[src/hw/altr_defines.svh]
// register offsets, field positions, reset values and timing for the async retry block
`ifndef ALTR_DEFINES_SVH
`define ALTR_DEFINES_SVH
// ----------------------------------------
// register offsets (byte addresses)
// ----------------------------------------
`define ALTR_OFF_CTRL 8'h04
`define ALTR_OFF_NODE 8'h08
`define ALTR_OFF_PKT 8'h10
`define ALTR_OFF_DIAG 8'h14
`define ALTR_OFF_RST 8'h18
`define ALTR_OFF_IRQ 8'h70
`define ALTR_OFF_MASK 8'h74
`define ALTR_OFF_GO 8'hA4
// ----------------------------------------
// field positions
// ----------------------------------------
`define ALTR_CTRL_W 5
`define ALTR_NODE_VALID 31
`define ALTR_PKT_SNOOP 0
`define ALTR_PKT_PROTO 1
`define ALTR_PKT_GAP_LSB 8
`define ALTR_PKT_LIM_LSB 16
`define ALTR_DIAG_STAT_LSB 4
`define ALTR_DIAG_ACK_LSB 8
`define ALTR_RST_TXF 0
`define ALTR_RST_TX 1
`define ALTR_GO_BUSY 1
`define ALTR_IRQ_W 4
`define ALTR_IRQ_TXD 0
`define ALTR_IRQ_RXD 1
`define ALTR_IRQ_BAD 2
`define ALTR_IRQ_BF 3
`define ALTR_HDR_LOCAL_BUS_SEL 19
`define ALTR_HDR_RT_LSB 8
`define ALTR_HDR_TC_LSB 4
`define ALTR_TRL_SPD_LSB 16
// ----------------------------------------
// constant values and reset values
// ----------------------------------------
`define ALTR_BUS_LOCAL 10'h3FF
`define ALTR_NODE_BAD 10'h3FF
`define ALTR_TCODE_OK 16'h0EF7
`define ALTR_ACK_COMPLETE 4'h1
`define ALTR_ACK_PENDING 4'h2
`define ALTR_ACK_BUSY_X 4'h4
`define ALTR_ACK_BUSY_A 4'h5
`define ALTR_ACK_BUSY_B 4'h6
`define ALTR_RT_1 2'h0
`define ALTR_RT_X 2'h1
`define ALTR_RT_A 2'h2
`define ALTR_RT_B 2'h3
`define ALTR_RST_VAL 32'h0000_0000
// ----------------------------------------
// timing
// ----------------------------------------
`define ALTR_GAP_UNIT_NS 125000
`define ALTR_CLK_NS 40
`endif

[src/hw/altr_pkg.sv]
// types shared by the async retry block
package altr_pkg;
  // one-hot transmit states
  typedef enum logic [4:0] {
    ST_IDLE = 5'b00001,
    ST_HDR  = 5'b00010,
    ST_SEND = 5'b00100,
    ST_GAP  = 5'b01000,
    ST_HALT = 5'b10000
  } altr_state_e;
  // acknowledge report from the transmitter
  typedef struct packed {
    logic       valid;
    logic [1:0] stat;
    logic [3:0] code;
  } altr_ack_s;
  // end-of-packet report from the receiver
  typedef struct packed {
    logic       done;
    logic       crc_err;
    logic       len_err;
    logic       pend;
    logic [2:0] spd;
  } altr_rx_s;
endpackage

[src/hw/altr_tx_retry_ctrl.sv]
// async transmit retry, header patching and receive qualification
`timescale 1ns/1ps
`include "altr_defines.svh"
`default_nettype none
module altr_tx_retry_ctrl #(
  parameter int LIM_W   = 4,
  parameter int GAP_W   = 8,
  parameter int UNIT_NS = `ALTR_GAP_UNIT_NS
) (
  // clock, reset, enable
  input  wire logic             clk_i,
  input  wire logic             reset_n_i,
  input  wire logic             ce_i,
  // register port
  input  wire logic [7:0]       addr_i,
  input  wire logic [31:0]      wdata_i,
  input  wire logic             wr_i,
  input  wire logic             rd_i,
  output logic      [31:0]      rdata_o,
  // transmit fifo and link transmitter
  input  wire logic             txf_valid_i,
  input  wire logic [31:0]      txf_data_i,
  input  wire altr_pkg::altr_ack_s ack_i,
  output logic                  tx_start_o,
  output logic      [31:0]      tx_hdr_o,
  output logic      [15:0]      tx_src_id_o,
  output logic                  txf_rewind_o,
  output logic                  txf_release_o,
  output logic                  txf_clear_o,
  // receiver and receive fifo
  input  wire altr_pkg::altr_rx_s rx_i,
  output logic                  arf_wr_o,
  output logic      [31:0]      arf_data_o,
  output logic                  arf_drop_o,
  // phy pin and interrupt
  input  wire logic             link_ready_i,
  output logic                  irq_o
);
  import altr_pkg::*;

  localparam int UNIT_CYC = UNIT_NS / `ALTR_CLK_NS;
  localparam int GCNT_W = GAP_W + $clog2(UNIT_CYC + 1);

  if (LIM_W < 1 || LIM_W > 8 || GAP_W < 1 || GAP_W > 8 || UNIT_CYC < 1) begin : g_chk
    $error("altr_tx_retry_ctrl: unsupported parameter value");
  end

  // ----------------------------------------
  // registers
  // ----------------------------------------
  logic [`ALTR_CTRL_W-1:0] ctrl_r;
  logic [31:0]             node_r;
  logic [31:0]             pkt_r;
  logic [`ALTR_IRQ_W-1:0]  flags_r;
  logic [`ALTR_IRQ_W-1:0]  mask_r;
  logic                    go_r;
  logic [1:0]              ack_stat_r;
  logic [3:0]              ack_code_r;
  logic                    lr_meta_r;
  logic                    lr_r;
  logic [31:0]             rdata_nxt;

  // ----------------------------------------
  // transmit state
  // ----------------------------------------
  altr_state_e             state_r;
  logic [LIM_W-1:0]        retry_cnt_r;
  logic [GCNT_W-1:0]       gap_cnt_r;
  logic [1:0]              rt_r;
  logic                    ev_txd_r;
  logic                    ev_bad_r;
  logic                    ev_bf_r;
  logic                    ev_rxd_r;

  // ----------------------------------------
  // decode
  // ----------------------------------------
  logic                    wr_ctrl;
  logic                    wr_node;
  logic                    wr_pkt;
  logic                    wr_mask;
  logic                    wr_go;
  logic                    wr_rst;
  logic                    rd_irq;
  logic                    async_ok;
  logic                    busy_ack;
  logic [3:0]              tcode;
  logic [LIM_W-1:0]        retry_lim;
  logic [GAP_W-1:0]        retry_gap;
  logic [`ALTR_IRQ_W-1:0]  ev_vec;

  assign wr_ctrl   = wr_i && (addr_i == `ALTR_OFF_CTRL);
  assign wr_node   = wr_i && (addr_i == `ALTR_OFF_NODE);
  assign wr_pkt    = wr_i && (addr_i == `ALTR_OFF_PKT);
  assign wr_mask   = wr_i && (addr_i == `ALTR_OFF_MASK);
  assign wr_go     = wr_i && (addr_i == `ALTR_OFF_GO);
  assign wr_rst    = wr_i && (addr_i == `ALTR_OFF_RST);
  assign rd_irq    = rd_i && (addr_i == `ALTR_OFF_IRQ);
  assign retry_lim = pkt_r[`ALTR_PKT_LIM_LSB +: LIM_W];
  assign retry_gap = pkt_r[`ALTR_PKT_GAP_LSB +: GAP_W];
  assign tcode     = txf_data_i[`ALTR_HDR_TC_LSB +: 4];

  // transmits leave idle and received packets land only with every enable in place; retries from the gap state do not recheck
  assign async_ok = (&ctrl_r)
    && (node_r[15:6] != `ALTR_NODE_BAD)
    && node_r[`ALTR_NODE_VALID]
    && !pkt_r[`ALTR_PKT_SNOOP]
    && lr_r;

  assign busy_ack = (ack_i.stat == 2'b00)
    && ((ack_i.code == `ALTR_ACK_BUSY_X)
    || (ack_i.code == `ALTR_ACK_BUSY_A)
    || (ack_i.code == `ALTR_ACK_BUSY_B));

  // ----------------------------------------
  // link ready synchroniser
  // ----------------------------------------
  always_ff @(posedge clk_i or negedge reset_n_i) begin
    if (!reset_n_i) begin
      lr_meta_r <= 1'b0;
      lr_r      <= 1'b0;
    end else if (ce_i) begin
      lr_meta_r <= link_ready_i;
      lr_r      <= lr_meta_r;
    end
  end

  // ----------------------------------------
  // software registers
  // ----------------------------------------
  always_ff @(posedge clk_i or negedge reset_n_i) begin
    if (!reset_n_i) begin
      ctrl_r <= `ALTR_CTRL_W'(`ALTR_RST_VAL);
      node_r <= `ALTR_RST_VAL;
      pkt_r  <= `ALTR_RST_VAL;
      mask_r <= `ALTR_IRQ_W'(`ALTR_RST_VAL);
    end else if (ce_i) begin
      if (wr_ctrl) begin
        ctrl_r <= wdata_i[`ALTR_CTRL_W-1:0];
      end
      if (wr_node) begin
        node_r <= wdata_i;
      end
      if (wr_pkt) begin
        pkt_r <= wdata_i;
      end
      if (wr_mask) begin
        mask_r <= wdata_i[`ALTR_IRQ_W-1:0];
      end
    end
  end

  // software sets go; hardware drops it on completion or retry exhaustion only
  always_ff @(posedge clk_i or negedge reset_n_i) begin
    if (!reset_n_i) begin
      go_r <= 1'b0;
    end else if (ce_i) begin
      if (wr_go) begin
        go_r <= wdata_i[0];
      end else if (ev_txd_r || ev_bf_r) begin
        go_r <= 1'b0;
      end
    end
  end

  // reset register bits act as one-cycle pulses
  always_ff @(posedge clk_i or negedge reset_n_i) begin
    if (!reset_n_i) begin
      txf_clear_o <= 1'b0;
    end else if (ce_i) begin
      txf_clear_o <= wr_rst && wdata_i[`ALTR_RST_TXF];
    end
  end

  // ----------------------------------------
  // transmit sequencer
  // ----------------------------------------
  always_ff @(posedge clk_i or negedge reset_n_i) begin
    if (!reset_n_i) begin
      state_r       <= ST_IDLE;
      retry_cnt_r   <= '0;
      gap_cnt_r     <= '0;
      rt_r          <= `ALTR_RT_1;
      tx_start_o    <= 1'b0;
      tx_hdr_o      <= '0;
      tx_src_id_o   <= '0;
      txf_rewind_o  <= 1'b0;
      txf_release_o <= 1'b0;
      ev_txd_r      <= 1'b0;
      ev_bad_r      <= 1'b0;
      ev_bf_r       <= 1'b0;
      ack_stat_r    <= 2'b00;
      ack_code_r    <= 4'h0;
    end else if (ce_i) begin
      tx_start_o    <= 1'b0;
      txf_rewind_o  <= 1'b0;
      txf_release_o <= 1'b0;
      ev_txd_r      <= 1'b0;
      ev_bad_r      <= 1'b0;
      ev_bf_r       <= 1'b0;
      if (wr_rst && wdata_i[`ALTR_RST_TX]) begin
        state_r <= ST_IDLE;
      end else begin
        unique case (state_r)
          ST_IDLE: begin
            if (go_r && async_ok && txf_valid_i && !ev_txd_r && !ev_bf_r) begin
              state_r     <= ST_HDR;
              retry_cnt_r <= '0;
              rt_r        <= `ALTR_RT_1;
            end
          end
          ST_HDR: begin
            // first fifo quadlet is the header
            if (((`ALTR_TCODE_OK >> tcode) & 16'h0001) != 16'h0000) begin
              state_r    <= ST_SEND;
              tx_start_o <= 1'b1;
              tx_hdr_o   <= {txf_data_i[31:10], rt_r, txf_data_i[7:0]};
              tx_src_id_o <= {txf_data_i[`ALTR_HDR_LOCAL_BUS_SEL] ? `ALTR_BUS_LOCAL
                             : node_r[15:6], node_r[5:0]};
            end else begin
              // go stays high until the host clears it; busy stays high until the host resets the transmitter
              state_r  <= ST_HALT;
              ev_bad_r <= 1'b1;
            end
          end
          ST_SEND: begin
            if (ack_i.valid) begin
              ack_stat_r <= ack_i.stat;
              ack_code_r <= ack_i.code;
              if (!busy_ack) begin
                state_r       <= ST_IDLE;
                txf_release_o <= 1'b1;
                ev_txd_r      <= 1'b1;
              end else if (retry_cnt_r == retry_lim) begin
                state_r       <= ST_IDLE;
                txf_release_o <= 1'b1;
                ev_bf_r       <= 1'b1;
              end else begin
                // packet stays queued; rewind to its head
                state_r      <= ST_GAP;
                txf_rewind_o <= 1'b1;
                retry_cnt_r  <= retry_cnt_r + 1'b1;
                gap_cnt_r    <= GCNT_W'(retry_gap * UNIT_CYC);
                if (!pkt_r[`ALTR_PKT_PROTO]) begin
                  rt_r <= `ALTR_RT_X;
                end else if (ack_i.code == `ALTR_ACK_BUSY_B) begin
                  rt_r <= `ALTR_RT_B;
                end else begin
                  rt_r <= `ALTR_RT_A;
                end
              end
            end
          end
          ST_GAP: begin
            if (gap_cnt_r == '0) begin
              state_r    <= ST_SEND;
              tx_start_o <= 1'b1;
              tx_hdr_o   <= {tx_hdr_o[31:10], rt_r, tx_hdr_o[7:0]};
            end else begin
              gap_cnt_r <= gap_cnt_r - 1'b1;
            end
          end
          ST_HALT: begin
            state_r <= ST_HALT;
          end
          default: begin
            state_r <= ST_IDLE;
          end
        endcase
      end
    end
  end

  // ----------------------------------------
  // receive qualification and trailer
  // ----------------------------------------
  always_ff @(posedge clk_i or negedge reset_n_i) begin
    if (!reset_n_i) begin
      arf_wr_o   <= 1'b0;
      arf_drop_o <= 1'b0;
      arf_data_o <= '0;
      ev_rxd_r   <= 1'b0;
    end else if (ce_i) begin
      arf_wr_o   <= 1'b0;
      arf_drop_o <= 1'b0;
      ev_rxd_r   <= 1'b0;
      if (rx_i.done) begin
        if (!async_ok || rx_i.crc_err || rx_i.len_err) begin
          arf_drop_o <= 1'b1;
        end else begin
          // damaged packets never land, so ack is complete or pending
          arf_wr_o   <= 1'b1;
          arf_data_o <= {13'h0000, rx_i.spd, 12'h000,
                         rx_i.pend ? `ALTR_ACK_PENDING : `ALTR_ACK_COMPLETE};
          ev_rxd_r   <= 1'b1;
        end
      end
    end
  end

  // ----------------------------------------
  // interrupt flags
  // ----------------------------------------
  always_comb begin
    ev_vec = '0;
    ev_vec[`ALTR_IRQ_TXD] = ev_txd_r;
    ev_vec[`ALTR_IRQ_RXD] = ev_rxd_r;
    ev_vec[`ALTR_IRQ_BAD] = ev_bad_r;
    ev_vec[`ALTR_IRQ_BF]  = ev_bf_r;
  end

  // a new event in the clearing read survives it
  always_ff @(posedge clk_i or negedge reset_n_i) begin
    if (!reset_n_i) begin
      flags_r <= '0;
    end else if (ce_i) begin
      flags_r <= (rd_irq ? '0 : flags_r) | ev_vec;
    end
  end

  always_ff @(posedge clk_i or negedge reset_n_i) begin
    if (!reset_n_i) begin
      irq_o <= 1'b0;
    end else if (ce_i) begin
      irq_o <= |(((rd_irq ? '0 : flags_r) | ev_vec) & mask_r);
    end
  end

  // ----------------------------------------
  // read port
  // ----------------------------------------
  always_comb begin
    rdata_nxt = '0;
    unique case (addr_i)
      `ALTR_OFF_CTRL: rdata_nxt[`ALTR_CTRL_W-1:0] = ctrl_r;
      `ALTR_OFF_NODE: rdata_nxt = node_r;
      `ALTR_OFF_PKT:  rdata_nxt = pkt_r;
      `ALTR_OFF_DIAG: begin
        rdata_nxt[0] = lr_r;
        rdata_nxt[`ALTR_DIAG_STAT_LSB +: 2] = ack_stat_r;
        rdata_nxt[`ALTR_DIAG_ACK_LSB +: 4]  = ack_code_r;
      end
      `ALTR_OFF_IRQ:  rdata_nxt[`ALTR_IRQ_W-1:0] = flags_r;
      `ALTR_OFF_MASK: rdata_nxt[`ALTR_IRQ_W-1:0] = mask_r;
      `ALTR_OFF_GO: begin
        rdata_nxt[0] = go_r;
        rdata_nxt[`ALTR_GO_BUSY] = (state_r != ST_IDLE);
      end
      default: rdata_nxt = '0;
    endcase
  end

  always_ff @(posedge clk_i or negedge reset_n_i) begin
    if (!reset_n_i) begin
      rdata_o <= '0;
    end else if (ce_i) begin
      rdata_o <= rd_i ? rdata_nxt : '0;
    end
  end
endmodule
`default_nettype wire

[config.mk]
export PLATFORM = sky130hd
export DESIGN_NAME = altr_tx_retry_ctrl
export DESIGN_NICKNAME = d
export VERILOG_FILES = /design/src/hw/altr_pkg.sv /design/src/hw/altr_tx_retry_ctrl.sv
export VERILOG_INCLUDE_DIRS = /design/src /design/src/hw
export SDC_FILE = /design/constraint.sdc
export NUM_CORES = 1
export LEC_CHECK = 0
export BUFFER_PORTS_ARGS = -buffer_cell sky130_fd_sc_hd__buf_4
export CAP_MARGIN = 40
export CORE_ASPECT_RATIO = 0.5
export CORE_MARGIN = 5
export CORE_UTILIZATION = 51
export DETAILED_ROUTE_END_ITERATION = 7
export PLACE_DENSITY_LB_ADDON = 0.1
export SLEW_MARGIN = 30
export SYNTH_ARGS = -nofsm -noshare
export SYNTH_HDL_FRONTEND = slang
export SYNTH_SLANG_ARGS = --single-unit
[constraint.sdc]
create_clock -name clk_i -period 3.25 [get_ports clk_i]
set_input_delay 0.325 -clock clk_i [delete_from_list [all_inputs] [get_ports clk_i]]
set_output_delay 0.325 -clock clk_i [all_outputs]
set_load 0.02 [all_outputs]
* Yosys cells after proc, flatten, opt, wreduce, memory -nomap -nowiden
Index checks and enable logic that the tools add are counted.
** Storage, ports and cells
- Bits in registers :: 214
- Bits of input ports :: 93
- Output and inout port bits :: 119
- Logic and storage cells :: 186
** Operators by class
- $add $sub $neg :: 2
- $mul :: 1
- Equality and inequality tests :: 29
- Shift-type cells :: 1
- Muxes and demuxes :: 71
- Bitwise gates (word level) :: 5
- Reduce and logical (&&, ||, !) cells :: 48
** Operators by type and width (count)
- $mux 20 :: 4
- $pmux 20 s2 :: 2
- $mux 32 :: 2
- $pmux 32 s2 :: 1
- $mux 1 :: 31
- $mux 4 :: 7
- $mux 5 :: 5
- $pmux 5 s5 :: 1
- $eq 8x5->1 const B :: 3
- $logic_not 20->1 :: 1
- $mul 8x12->20 const B :: 1
- $mux 10 :: 2
- $sub 20x1->20 const B :: 1
- $logic_and 1x1->1 :: 18
- $eq 8x7->1 const B :: 2
- $reduce_and 5->1 :: 3
- $ne 2x2->1 const B :: 7
- $reduce_and 7->1 :: 2
- $eq 4x3->1 const B :: 3
- $mux 2 :: 6
- $pmux 4 s3 :: 1
- $reduce_and 4->1 :: 3
- $shr 12x4->1 const A :: 1
- $ne 10x10->1 const B :: 1
- other kinds (30) :: 49

* Logic depth before layout (Yosys ltp)
Gate-level depths: netlist (run 1).
- Depth in word-level cells :: 12
- Gate-level depth with buffers :: 14
- Mapped depth without buffers :: 14

* Least setup slack after synthesis (run 1)
OpenSTA, ideal clock, no wires.
- Path type :: reg2reg
- From :: register pkt_r[10]
- To :: register gap_cnt_r[19]
- Setup time :: 0.138 ns
- Data arrival time :: 3.475 ns
- Required time :: 3.112 ns
- Slack :: -0.363 ns
- Cell stages (with the launch flop) :: 15
- Buffers on the path :: 0
- Clock period less this slack :: 3.613 ns
- Path through :: dfrtp_1 > ha_1 > ha_1 > inv_1 > fa_1 > inv_1 > fa_1 > ha_1 > a21o_1 > a21oi_1 > nand3_1 > a211oi_1 > a21oi_1 > xnor2_1 > o221ai_1
** Between the ends
- Cells in the longest elaborated chain, start to end :: 5
** RTL lines
- start: declaration :: line altr_tx_retry_ctrl.sv:53 : logic [31:0] pkt_r;
- start signal: assignment :: line altr_tx_retry_ctrl.sv:135 : pkt_r <= `ALTR_RST_VAL;
- start signal: assignment :: line altr_tx_retry_ctrl.sv:145 : pkt_r <= wdata_i;
- $mul 8x12->20 :: line altr_tx_retry_ctrl.sv:243 : gap_cnt_r <= GCNT_W'(retry_gap * UNIT_CYC);
- $mux 20 :: line altr_tx_retry_ctrl.sv:234 : end else if (retry_cnt_r == retry_lim) begin
- $mux 20 :: line altr_tx_retry_ctrl.sv:230 : if (!busy_ack) begin
- $mux 20 :: line altr_tx_retry_ctrl.sv:227 : if (ack_i.valid) begin
- $pmux 20 s2 :: line altr_tx_retry_ctrl.sv:204 : unique case (state_r)
- end signal: assignment :: line altr_tx_retry_ctrl.sv:243
- end signal: assignment :: line altr_tx_retry_ctrl.sv:260 : gap_cnt_r <= gap_cnt_r - 1'b1;
- end: declaration :: line altr_tx_retry_ctrl.sv:68 : logic [GCNT_W-1:0] gap_cnt_r;
Every way passes these cells. The select of a mux whose other input is x is not followed.
A chain may end at the register's enable or synchronous reset.

* Worst setup path in the final report (run 1)
- From :: register pkt_r[12]
- To :: register gap_cnt_r[15]
The elaborated chain is that of the path after synthesis.

==> summary.txt, run 1 <==
Global routing
  – Pin count of the biggest net entering global routing: 105
  – First-pass GRT wire length: 47200 um
  – GRT Overall Usage: 23.2%
  – Grt total ovfl: 0
  – Vias in the first global route: 8939
  – Initial antenna violation count: 0

Layout
  – Area Overhead vs Synth: 25.9%
  – # diodes: 0
  – Net count, final: 1359
  – Final Non-Filler Cells: 1512
  – Commonest non-fill, non-tap cell in the layout: buf_4
  – Layout cells sized above 1: 33.3%
  – Final Cell Area: 0.0140 sq mm
  – Most frequent cells in the layout: buf_4, dfrtp_1, mux2_2, nand2_1, nor2_1

Route
  – DRT Pass-1 Iters: 5
  – Vias per cell: 5.62
  – Vias: 8499
  – DR WL/cell: 19.2 um
  – Initial DRC count: 492
  – Total Wirelength: 29000 um
  – DRC viols: 0
  – DRT antenna net count: 0

STA
  – # setup viols final: 12
  – Final slew viol count: 0
  – TNS Setup: -1.57 ns
  – Slew HR: 46.7%
  – Clock skew: 0.0102 ns
  – Fmax: 0.289 GHz
  – Worst Tran Pin Value: 0.800 ns
  – Final hold vios: 0
  – Post-layout min period: 3.46 ns
  – RSZ-0062 raised after global routing: yes
  – Final worst setup slack: -0.208 ns
  – Final Cycle Share: 106%

Synthesis
  – Synthesized area per cell: 11.4 sq um
  – Asr flop ratio synth: 100%
  – Netlist cell types: 78
  – Yosys warnings: 0
  – Register area share after synthesis: 47.7%
  – Top_reg_cell synth: dfrtp_1
  – Post-Synthesis Cells: 972
  – Post-synth EDFFs: 0
  – Yosys reg bits: 212
  – Cell Area, Synth: 0.0111 sq mm

Run status
  – Failing checks: negative setup slack
  – Status: finished with violations

Placement
  – Placed cell areas: 0.0131 sq mm
  – Buffers on Ports: 182
  – Post-DP HPWL: 21200 um
  – Placed Cells: 1465
  – Place WS: -0.266 ns
  – RD Place Congestion: 0.885

Pwr
  – Switch share: 31.5%
  – Register share of total power: 43.4%
  – Pwr dens: 530 mW/mm^2
  – Comb power frac: 26.6%
  – Internal Power: 5.08 mW
  – LEAKAGE: 6.86 nW
  – P_sw: 2.34 mW
  – Clock power share: 30.0%
  – VDD IR-drop max: 0.000520 V

Worst setup path
  – Worst r2r src: pkt_r[12]
  – CP Data Arrival Time: 3.87 ns
  – CP startpoint: pkt_r[12]
  – CP startpoint kind: flip-flop
  – Req. time, crit path: 3.66 ns
  – Critical path type: flip-flop to flip-flop
  – Crit. End Element: flip-flop
  – CP Max Fanout: 3

Flow run
  – Max Cap Violations: 0

Clock tree
  – Clock transition at path regs: 0.07 ns
  – Skew-Pair Late Insertion Delay: 0.50 ns
  – CTS tree: done
  – Clk sink count: 212
  – Root Buffer Master: clkbuf_16
  – CTS Buf Count: 20
  – Clk buf depth: 3
  – CTS H-tree depth: 1

Floorplanning
  – # rows: 38
  – Die Ht: 114 um
  – Starting density of the core: 51.6%
  – I/O pin count: 212
  – Core region area: 0.0216 sq mm
  – Die W: 219 um
  – Die area: 0.0251 sq mm

Worst hold path
  – Worst hold-check path type: input port to flip-flop
  – Min-delay src: txf_data_i[10]
synth_stat cells (19+ instances only):
cell | number | share of area [%]
nor2_1 | 57 | 1.9
inv_1 | 26 | 0.88
a22oi_1 | 30 | 2.0
o2bb2ai_1 | 34 | 2.7
a21oi_1 | 43 | 1.9
buf_4 | 31 | 2.1
dfrtp_1 | 211 | 47
mux2_1 | 52 | 5.3
mux2_2 | 63 | 6.4
o21ai_0 | 29 | 1.3
nand2_1 | 59 | 2.0
clkbuf_1 | 19 | 0.64
o21ai_1 | 24 | 1.1
ha_1 | 55 | 6.2
path summary, 6_finish.rpt:
kind                             endpoint  slack [ns]  depth (start not counted)
setup reg to reg            gap_cnt_r[15]       -0.21                         15
hold / removal               tx_hdr_o[10]        0.04                          2
min in group asynchronous      state_r[1]        0.50                          2
setup / recovery            gap_cnt_r[15]       -0.21                         15
hold reg to reg                rdata_o[6]        0.49                          1
max in group asynchronous  tx_src_id_o[6]        1.89                          3
timing repair:
action,4_1_cts,5_1_grt
buffers inserted,9,1
gates resized for setup,26,7
hold buffers,2,0
endpoints found under the setup margin,13,13
hold endpoints to repair,101,0
pin swaps,21,14
cells by family (layout without fill, tap and decap cells):
family | after synthesis | count (layout) | share of synthesized area, %
AOI/OAI and AO/OA | 227 | 227 | 14.3
xor gates and xnor gates | 19 | 19 | 1.50
adders and majority gates | 67 | 67 | 8.34
buffers and inverters | 97 | 311 | 4.78
DFF | 212 | 212 | 47.7
muxes | 122 | 122 | 12.3
other | 1 | 27 | 0.0337
and+or+nand+nor | 227 | 227 | 11.1
stage by stage:
stage / power [mW] / utilization, % / hold slack, ns
6_report: 7.42 / 64.9 / 0.0363
5_1_grt: 7.80 / 64.9 / 0.0217
4_1_cts: 7.48 / 64.7 / 0.0192
3_5_place_dp: 5.22 / 60.8 / 0.424
3_3_place_gp: 5.16 / 60.8 / 0.411
2_1_floorplan: 4.33 / - / 0.0294
worst max-delay path, cell delays in order, from the launching register on:
cell	delay (ns)
dfrtp_1	0.40
ha_1	0.32
ha_1	0.29
inv_1	0.06
fa_1	0.40
inv_1	0.08
fa_2	0.45
ha_4	0.17
a21o_1	0.16
a21oi_2	0.15
nand3_2	0.12
a211oi_4	0.28
buf_4	0.17
xnor2_2	0.10
o21ai_1	0.07
o21ai_1	0.15
cell type report:
| type | instances | area, sq um |
|---|---|---|
| Clock buffer | 29 | 554 |
| Timing Repair Buffer | 250 | 1930 |
| Fill cell | 1755 | 7580 |
| Sequential cell | 212 | 5310 |
| Multi-Input combinational cell | 689 | 5690 |
| Tap cell | 300 | 375 |
| Inverter | 26 | 97.6 |
| Clock inverter | 6 | 55.1 |
registers in the layout (all words and copies together) (netlist names), 2 cells and up:
name / cells
rt_r: 2
flags_r: 4
mask_r: 4
ctrl_r: 5
state_r: 5
pkt_r: 32
rdata_o: 32
node_r: 32
ack_code_r: 4
retry_cnt_r: 4
ack_stat_r: 2
gap_cnt_r: 20
arf_data_o: 5
tx_hdr_o: 32
tx_src_id_o: 16
power by group through the flow:
stage,logic [mW],clock network (mW),registers (mW)
floorplan,0.796,0,3.54
global route,2.14,2.39,3.27
CTS,1.99,2.27,3.22
finish,1.98,2.23,3.22
global placement,1.91,0,3.25
detailed placement,1.95,0,3.26
routing by layer:
layer | GRT usage, % | routed length [um] | up-vias
met5 | 0 | 0 | -
met4 | 4.10 | 435 | 0
met3 | 5.26 | 1630 | 34
met2 | 39.6 | 14300 | 180
met1 | 31.3 | 12600 | 4317
li1 | - | - | 3968
Note: power is estimated with default switching activity, not from simulation.
==> inputs of run 2 (changes only) <==
==> constraint.sdc (replaced) <==
create_clock -name clk_i -period 3.15 [get_ports clk_i]
set_input_delay 0.315 -clock clk_i [delete_from_list [all_inputs] [get_ports clk_i]]
set_output_delay 0.315 -clock clk_i [all_outputs]
set_load 0.02 [all_outputs]
==> summary.txt, run 2 (synthesized netlist as in run 1, its figures left out) <==
Run status
  – Status: finished with violations (unchanged)
  – Failing checks: design-rule violations, negative setup slack (was negative setup slack)

Layout
  – Area Overhead vs Synth: 27.1% (was 25.9%)
  – # diodes: 0 (unchanged)
  – Net count, final: 1360 (was 1359)
  – Seq. cell area: 0.00531 sq mm (about the same)
  – Commonest non-fill, non-tap cell in the layout: buf_4 (unchanged)
  – Final Cell Area: 0.0141 sq mm (was 0.0140 sq mm)
  – Most frequent cells in the layout: buf_4, dfrtp_1, mux2_2, nand2_1, nor2_1 (unchanged)
  – Layout cells sized above 1: 34.2% (was 33.3%)
  – Multi-input logic area: 0.00572 sq mm (was 0.00569 sq mm)
  – Layout fillers: 1718 (was 1755)

STA
  – Final slew viol count: 0 (unchanged)
  – Worst Tran Pin Value: 0.674 ns (was 0.800 ns)
  – Final Cycle Share: 109% (was 106%)
  – Post-layout min period: 3.44 ns (was 3.46 ns)
  – Hold_ws: 0.0182 ns (was 0.0363 ns)
  – Final hold vios: 0 (unchanged)
  – RSZ-0062 raised after global routing: yes (unchanged)
  – Fmax: 0.291 GHz (was 0.289 GHz)
  – TNS Setup: -2.49 ns (was -1.57 ns)
  – Final worst setup slack: -0.292 ns (was -0.208 ns)
  – Clock skew: 0.0132 ns (was 0.0102 ns)
  – # setup viols final: 13 (was 12)
  – Slew HR: 54.9% (was 46.7%)

Worst hold path
  – Hold EP: node_r[17] (was tx_hdr_o[10])
  – Worst hold-check path type: input port to flip-flop (unchanged)
  – Min-delay src: wdata_i[17] (was txf_data_i[10])
  – Hold depth: 2 (unchanged)

Flow run
  – Max Cap Violations: 0 (unchanged)

Pwr
  – VDD IR-drop max: 0.000643 V (was 0.000520 V)
  – Power Total: 7.87 mW (was 7.42 mW)
  – LEAKAGE: 6.87 nW (was 6.86 nW)
  – Pwr dens: 557 mW/mm^2 (was 530 mW/mm^2)

Clock tree
  – Clk sink count: 212 (unchanged)
  – Clk buf depth: 3 (unchanged)
  – CTS tree: done (unchanged)
  – Skew-Pair Late Insertion Delay: 0.51 ns (was 0.50 ns)
  – CTS H-tree depth: 1 (unchanged)
  – CTS Buf Count: 21 (was 20)
  – Clock transition at path regs: 0.07 ns (about the same)
  – Root Buffer Master: clkbuf_16 (unchanged)

Placement
  – RD Place Congestion: 0.877 (was 0.885)
  – Post-DP HPWL: 21600 um (was 21200 um)
  – Placed cell areas: 0.0132 sq mm (was 0.0131 sq mm)
  – Buffers on Ports: 182 (unchanged)
  – Place WS: -0.368 ns (was -0.266 ns)

Worst setup path
  – CP startpoint kind: flip-flop (unchanged)
  – CP Data Arrival Time: 3.83 ns (was 3.87 ns)
  – RR Endpoint: gap_cnt_r[17] (was gap_cnt_r[15])
  – Crit. End Element: flip-flop (unchanged)
  – Worst r2r src: pkt_r[12] (unchanged)
  – Critical path type: flip-flop to flip-flop (unchanged)
  – Req. time, crit path: 3.54 ns (was 3.66 ns)
  – Reg2Reg Setup Slack: -0.29 ns (was -0.21 ns)
  – CP Max Fanout: 4 (was 3)
  – R2R depth: 14 (was 15)

Floorplanning
  – I/O pin count: 212 (unchanged)
  – Starting density of the core: 51.6% (unchanged)
  – Die area: 0.0251 sq mm (unchanged)
  – Core region area: 0.0216 sq mm (unchanged)
  – Die W: 219 um (unchanged)
  – Die Ht: 114 um (unchanged)
  – # rows: 38 (unchanged)

Route
  – Initial DRC count: 533 (was 492)
  – Vias: 8486 (was 8499)
  – DRT Pass-1 Iters: 8 (was 5)
  – Total Wirelength: 29800 um (was 29000 um)
  – DRC viols: 1 (was 0)
  – DR WL/cell: 19.7 um (was 19.2 um)
  – DRT antenna net count: 0 (unchanged)
  – Vias per cell: 5.61 (was 5.62)

Global routing
  – Layer carrying the most global-route usage: met2 (unchanged)
  – Initial antenna violation count: 0 (unchanged)
  – Grt total ovfl: 0 (unchanged)
  – Met2 GRT Util: 40.5% (was 39.6%)
  – Met1 Use GR: 32.4% (was 31.3%)
  – Met3 Track Usage GR: 5.68% (was 5.26%)
  – First-pass GRT wire length: 48100 um (was 47200 um)
  – Pin count of the biggest net entering global routing: 117 (was 105)
  – Vias in the first global route: 8925 (was 8939)
  – GRT Overall Usage: 24.0% (was 23.2%)
run 2: final cells by class:
cell class | count | area share (%)
Multi-Input combinational cell | 689 | 40.4
Sequential cell | 212 | 37.6
Timing Repair Buffer | 250 | 14.1
Clock buffer | 29 | 4.14
Tap cell | 300 | 2.65
Inverter | 26 | 0.690
Clock inverter | 7 | 0.469
run 2: how the worst max path moves through the flow:
stage,depth (start not counted),from,slack (ns),to
finish,14,pkt_r[12],-0.29,gap_cnt_r[17]
global route,15,pkt_r[12],-0.42,gap_cnt_r[15]
CTS,15,pkt_r[12],-0.28,gap_cnt_r[17]
detailed placement,14,pkt_r[12],-0.37,gap_cnt_r[19]
global placement,14,pkt_r[12],-0.28,gap_cnt_r[19]
floorplan,14,pkt_r[10],-0.17,gap_cnt_r[16]
run 2: per-stage QoR:
stage,util [%],std cells
after global placement,61.0,1467
after floorplan,-,998
after detailed placement,61.1,1468
after global routing,65.5,1513
after CTS,65.1,1511
final,65.5,1513
run 2: power by group:
| part | total [mW] | switching (mW) | internal (mW) |
|---|---|---|---|
| sequential | 3.32 | 0.231 | 3.09 |
| combinational | 2.10 | 1.14 | 0.951 |
| clock | 2.46 | 1.08 | 1.38 |
run 2: repair_timing:
| action | in CTS | in global routing |
|---|---|---|
| buffers inserted | 5 | 2 |
| endpoints found under the hold margin | 114 | 0 |
| setup endpoints to repair | 13 | 14 |
| gates resized for setup | 26 | 13 |
| hold buffers | 2 | 0 |
| pin swaps | 18 | 19 |
| cloned | 0 | 0 |
run 2: layer usage:
| metal | share of wire, % | wire length [um] |
|---|---|---|
| met5 | 0 | 0 |
| met3 | 5.5 | 1650 |
| met4 | 1.7 | 509 |
| met1 | 44 | 13100 |
| met2 | 49 | 14600 |
run 2: worst max-delay path: stages (launching register included):
cell and delay, ns:
dfrtp_2 0.46, ha_4 0.27, ha_4 0.26, inv_2 0.03
fa_1 0.47, inv_1 0.05, fa_2 0.54, ha_4 0.22
nand4_1 0.16, nand3_1 0.13, a211oi_2 0.25, buf_4 0.17
o21ai_2 0.06, xnor2_1 0.16, o211ai_1 0.09
==> inputs of run 3 (changes only) <==
==> constraint.sdc (replaced) <==
create_clock -name clk_i -period 3.15 [get_ports clk_i]
set_input_delay 0.1575 -clock clk_i [delete_from_list [all_inputs] [get_ports clk_i]]
set_output_delay 0.1575 -clock clk_i [all_outputs]
set_load 0.02 [all_outputs]
==> summary.txt, run 3 (synthesized netlist as in run 1, its figures left out) <==
Run status
  – Status: finished with violations (unchanged)
  – Failing checks: negative setup slack (was design-rule violations, negative setup slack)

Flow run
  – Max Cap Violations: 0 (unchanged)

Layout
  – Util after Layout: 69.2% (was 65.5%)
  – Layout fillers: 1588 (was 1718)
  – Area Overhead vs Synth: 34.2% (was 27.1%)
  – Final Cell Area: 0.0149 sq mm (was 0.0141 sq mm)
  – Layout cells sized above 1: 31.9% (was 34.2%)
  – Most frequent cells in the layout: buf_4, dfrtp_1, dlygate4sd3_1, mux2_2, nand2_1 (was buf_4, dfrtp_1, mux2_2, nand2_1, nor2_1)
  – Seq. cell area: 0.00531 sq mm (about the same)
  – Net count, final: 1426 (was 1360)
  – Commonest non-fill, non-tap cell in the layout: buf_4 (unchanged)
  – Multi-input logic area: 0.00574 sq mm (was 0.00572 sq mm)

Worst setup path
  – CP Data Arrival Time: 3.80 ns (was 3.83 ns)
  – Crit. End Element: flip-flop (unchanged)
  – CP startpoint kind: flip-flop (unchanged)
  – Req. time, crit path: 3.52 ns (was 3.54 ns)
  – CP Max Fanout: 4 (unchanged)
  – Critical path type: flip-flop to flip-flop (unchanged)
  – CP startpoint: pkt_r[10] (was pkt_r[12])
  – Worst r2r src: pkt_r[10] (was pkt_r[12])

Route
  – Total Wirelength: 30900 um (was 29800 um)
  – DR WL/cell: 19.5 um (was 19.7 um)
  – DRT antenna net count: 0 (unchanged)
  – Vias per cell: 5.61 (about the same)
  – DRC viols: 0 (was 1)
  – DRT Pass-1 Iters: 5 (was 8)
  – Initial DRC count: 439 (was 533)
  – Vias: 8877 (was 8486)

Pwr
  – VDD IR-drop max: 0.000592 V (was 0.000643 V)
  – LEAKAGE: 7.18 nW (was 6.87 nW)
  – Pwr dens: 563 mW/mm^2 (was 557 mW/mm^2)

STA
  – Final worst setup slack: -0.278 ns (was -0.292 ns)
  – RSZ-0062 raised after global routing: yes (unchanged)
  – Final slew viol count: 0 (unchanged)
  – Final Cycle Share: 109% (about the same)
  – # setup viols final: 12 (was 13)
  – Fmax: 0.292 GHz (was 0.291 GHz)
  – Post-layout min period: 3.43 ns (was 3.44 ns)
  – Slew HR: 53.1% (was 54.9%)
  – Clock skew: 0.0154 ns (was 0.0132 ns)
  – Worst Tran Pin Value: 0.698 ns (was 0.674 ns)
  – Final hold vios: 0 (unchanged)

Global routing
  – Grt total ovfl: 0 (unchanged)
  – First-pass GRT wire length: 49900 um (was 48100 um)
  – Initial antenna violation count: 2 (was 0)
  – Pin count of the biggest net entering global routing: 107 (was 117)
  – Layer carrying the most global-route usage: met2 (unchanged)
  – GRT Overall Usage: 24.8% (was 24.0%)
  – Vias in the first global route: 9350 (was 8925)
  – Met1 Use GR: 33.4% (was 32.4%)
  – Met2 GRT Util: 42.3% (was 40.5%)
  – Met3 Track Usage GR: 5.47% (was 5.68%)

Worst hold path
  – Min-delay src: addr_i[0] (was wdata_i[17])
  – Worst hold-check path type: input port to flip-flop (unchanged)

Placement
  – Buffers on Ports: 182 (unchanged)
  – Post-DP HPWL: 21200 um (was 21600 um)
  – Placed cell areas: 0.0131 sq mm (was 0.0132 sq mm)
  – RD Place Congestion: 0.912 (was 0.877)

Clock tree
  – Clk sink count: 212 (unchanged)
  – Root Buffer Master: clkbuf_16 (unchanged)
  – CTS tree: done (unchanged)
  – Clk buf depth: 3 (unchanged)
  – CTS H-tree depth: 1 (unchanged)
  – Skew-Pair Late Insertion Delay: 0.51 ns (about the same)
  – CTS Buf Count: 21 (unchanged)
  – Clock transition at path regs: 0.07 ns (about the same)

Floorplanning
  – Starting density of the core: 51.6% (unchanged)
  – I/O pin count: 212 (unchanged)
  – Core region area: 0.0216 sq mm (unchanged)
  – Die Ht: 114 um (unchanged)
  – Die W: 219 um (unchanged)
  – Die area: 0.0251 sq mm (unchanged)
  – # rows: 38 (unchanged)
[run 3: changes by cell type in the layout (fill, tap and decap cells not counted), moves of 2 or more]
cell           delta
a21oi_4           +2
a31oi_1           +2
a31oi_2           -2
buf_12            -3
buf_4             -6
bufinv_16         +5
clkbuf_1          -2
clkinv_2          -2
dlygate4sd3_1    +77
ha_1              -2
ha_4              +2
xor2_1            +2
xor2_2            -2
[run 3: layout make-up]
| cell class | count | share of cell area, % |
|---|---|---|
| Clock buffer | 26 | 3.78 |
| Inverter | 26 | 0.653 |
| Timing Repair Buffer | 316 | 17.5 |
| Sequential cell | 212 | 35.6 |
| Antenna cell | 1 | 0.0168 |
| Tap cell | 300 | 2.51 |
| Multi-Input combinational cell | 689 | 38.4 |
| Clock inverter | 12 | 1.54 |
[run 3: path summary, 6_finish.rpt]
kind	cells past startpoint	slack, ns	to
max	14	-0.28	gap_cnt_r[18]
max in group asynchronous	3	1.97	arf_data_o[18]
min reg2reg	1	0.49	tx_hdr_o[7]
min	4	0.06	rdata_o[4]
max reg2reg	14	-0.28	gap_cnt_r[18]
min in group asynchronous	2	0.17	gap_cnt_r[12]
[run 3: timing repair]
item / CTS / global route
pin swaps: 31 / 19
gates resized for setup: 31 / 11
hold buffers: 79 / 0
buffers inserted: 4 / 3
endpoints found under the hold margin: 187 / 0
setup endpoints to repair: 13 / 13
[run 3: per-stage QoR]
stage	setup TNS [ns]	std cells	power, mW	hold slack (ns)	setup WS (ns)
final	-1.98	1582	8.41	0.0638	-0.278
after CTS	-2.09	1579	8.43	0.0285	-0.277
after global routing	-3.89	1582	8.78	0.0658	-0.425
after global placement	-1.93	1458	5.32	0.134	-0.263
after floorplan	-0.751	998	4.47	-0.138	-0.167
after detailed placement	-2.60	1458	5.38	0.134	-0.323
[run 3: where the power goes]
group,switching (mW),internal [mW],leakage [nW]
combinational,1.17,0.984,3.98
sequential,0.258,3.09,2.82
clock,1.13,1.78,0.381
[run 3: metal layers]
layer / vias up / share of wire [%]
met5: - / 0.042
met4: 2 / 1.5
met3: 40 / 5.2
met2: 209 / 50
met1: 4517 / 43
li1: 4109 / -
[run 3: worst max-delay path, stage by stage, from the launching register on]
cell	delay, ns
dfrtp_2	0.44
ha_4	0.26
ha_4	0.26
inv_2	0.03
fa_1	0.48
inv_2	0.04
fa_2	0.38
ha_4	0.24
o211ai_1	0.27
a21oi_4	0.08
nor2b_4	0.14
o41ai_2	0.07
a311oi_1	0.27
xor2_1	0.21
o211ai_1	0.12
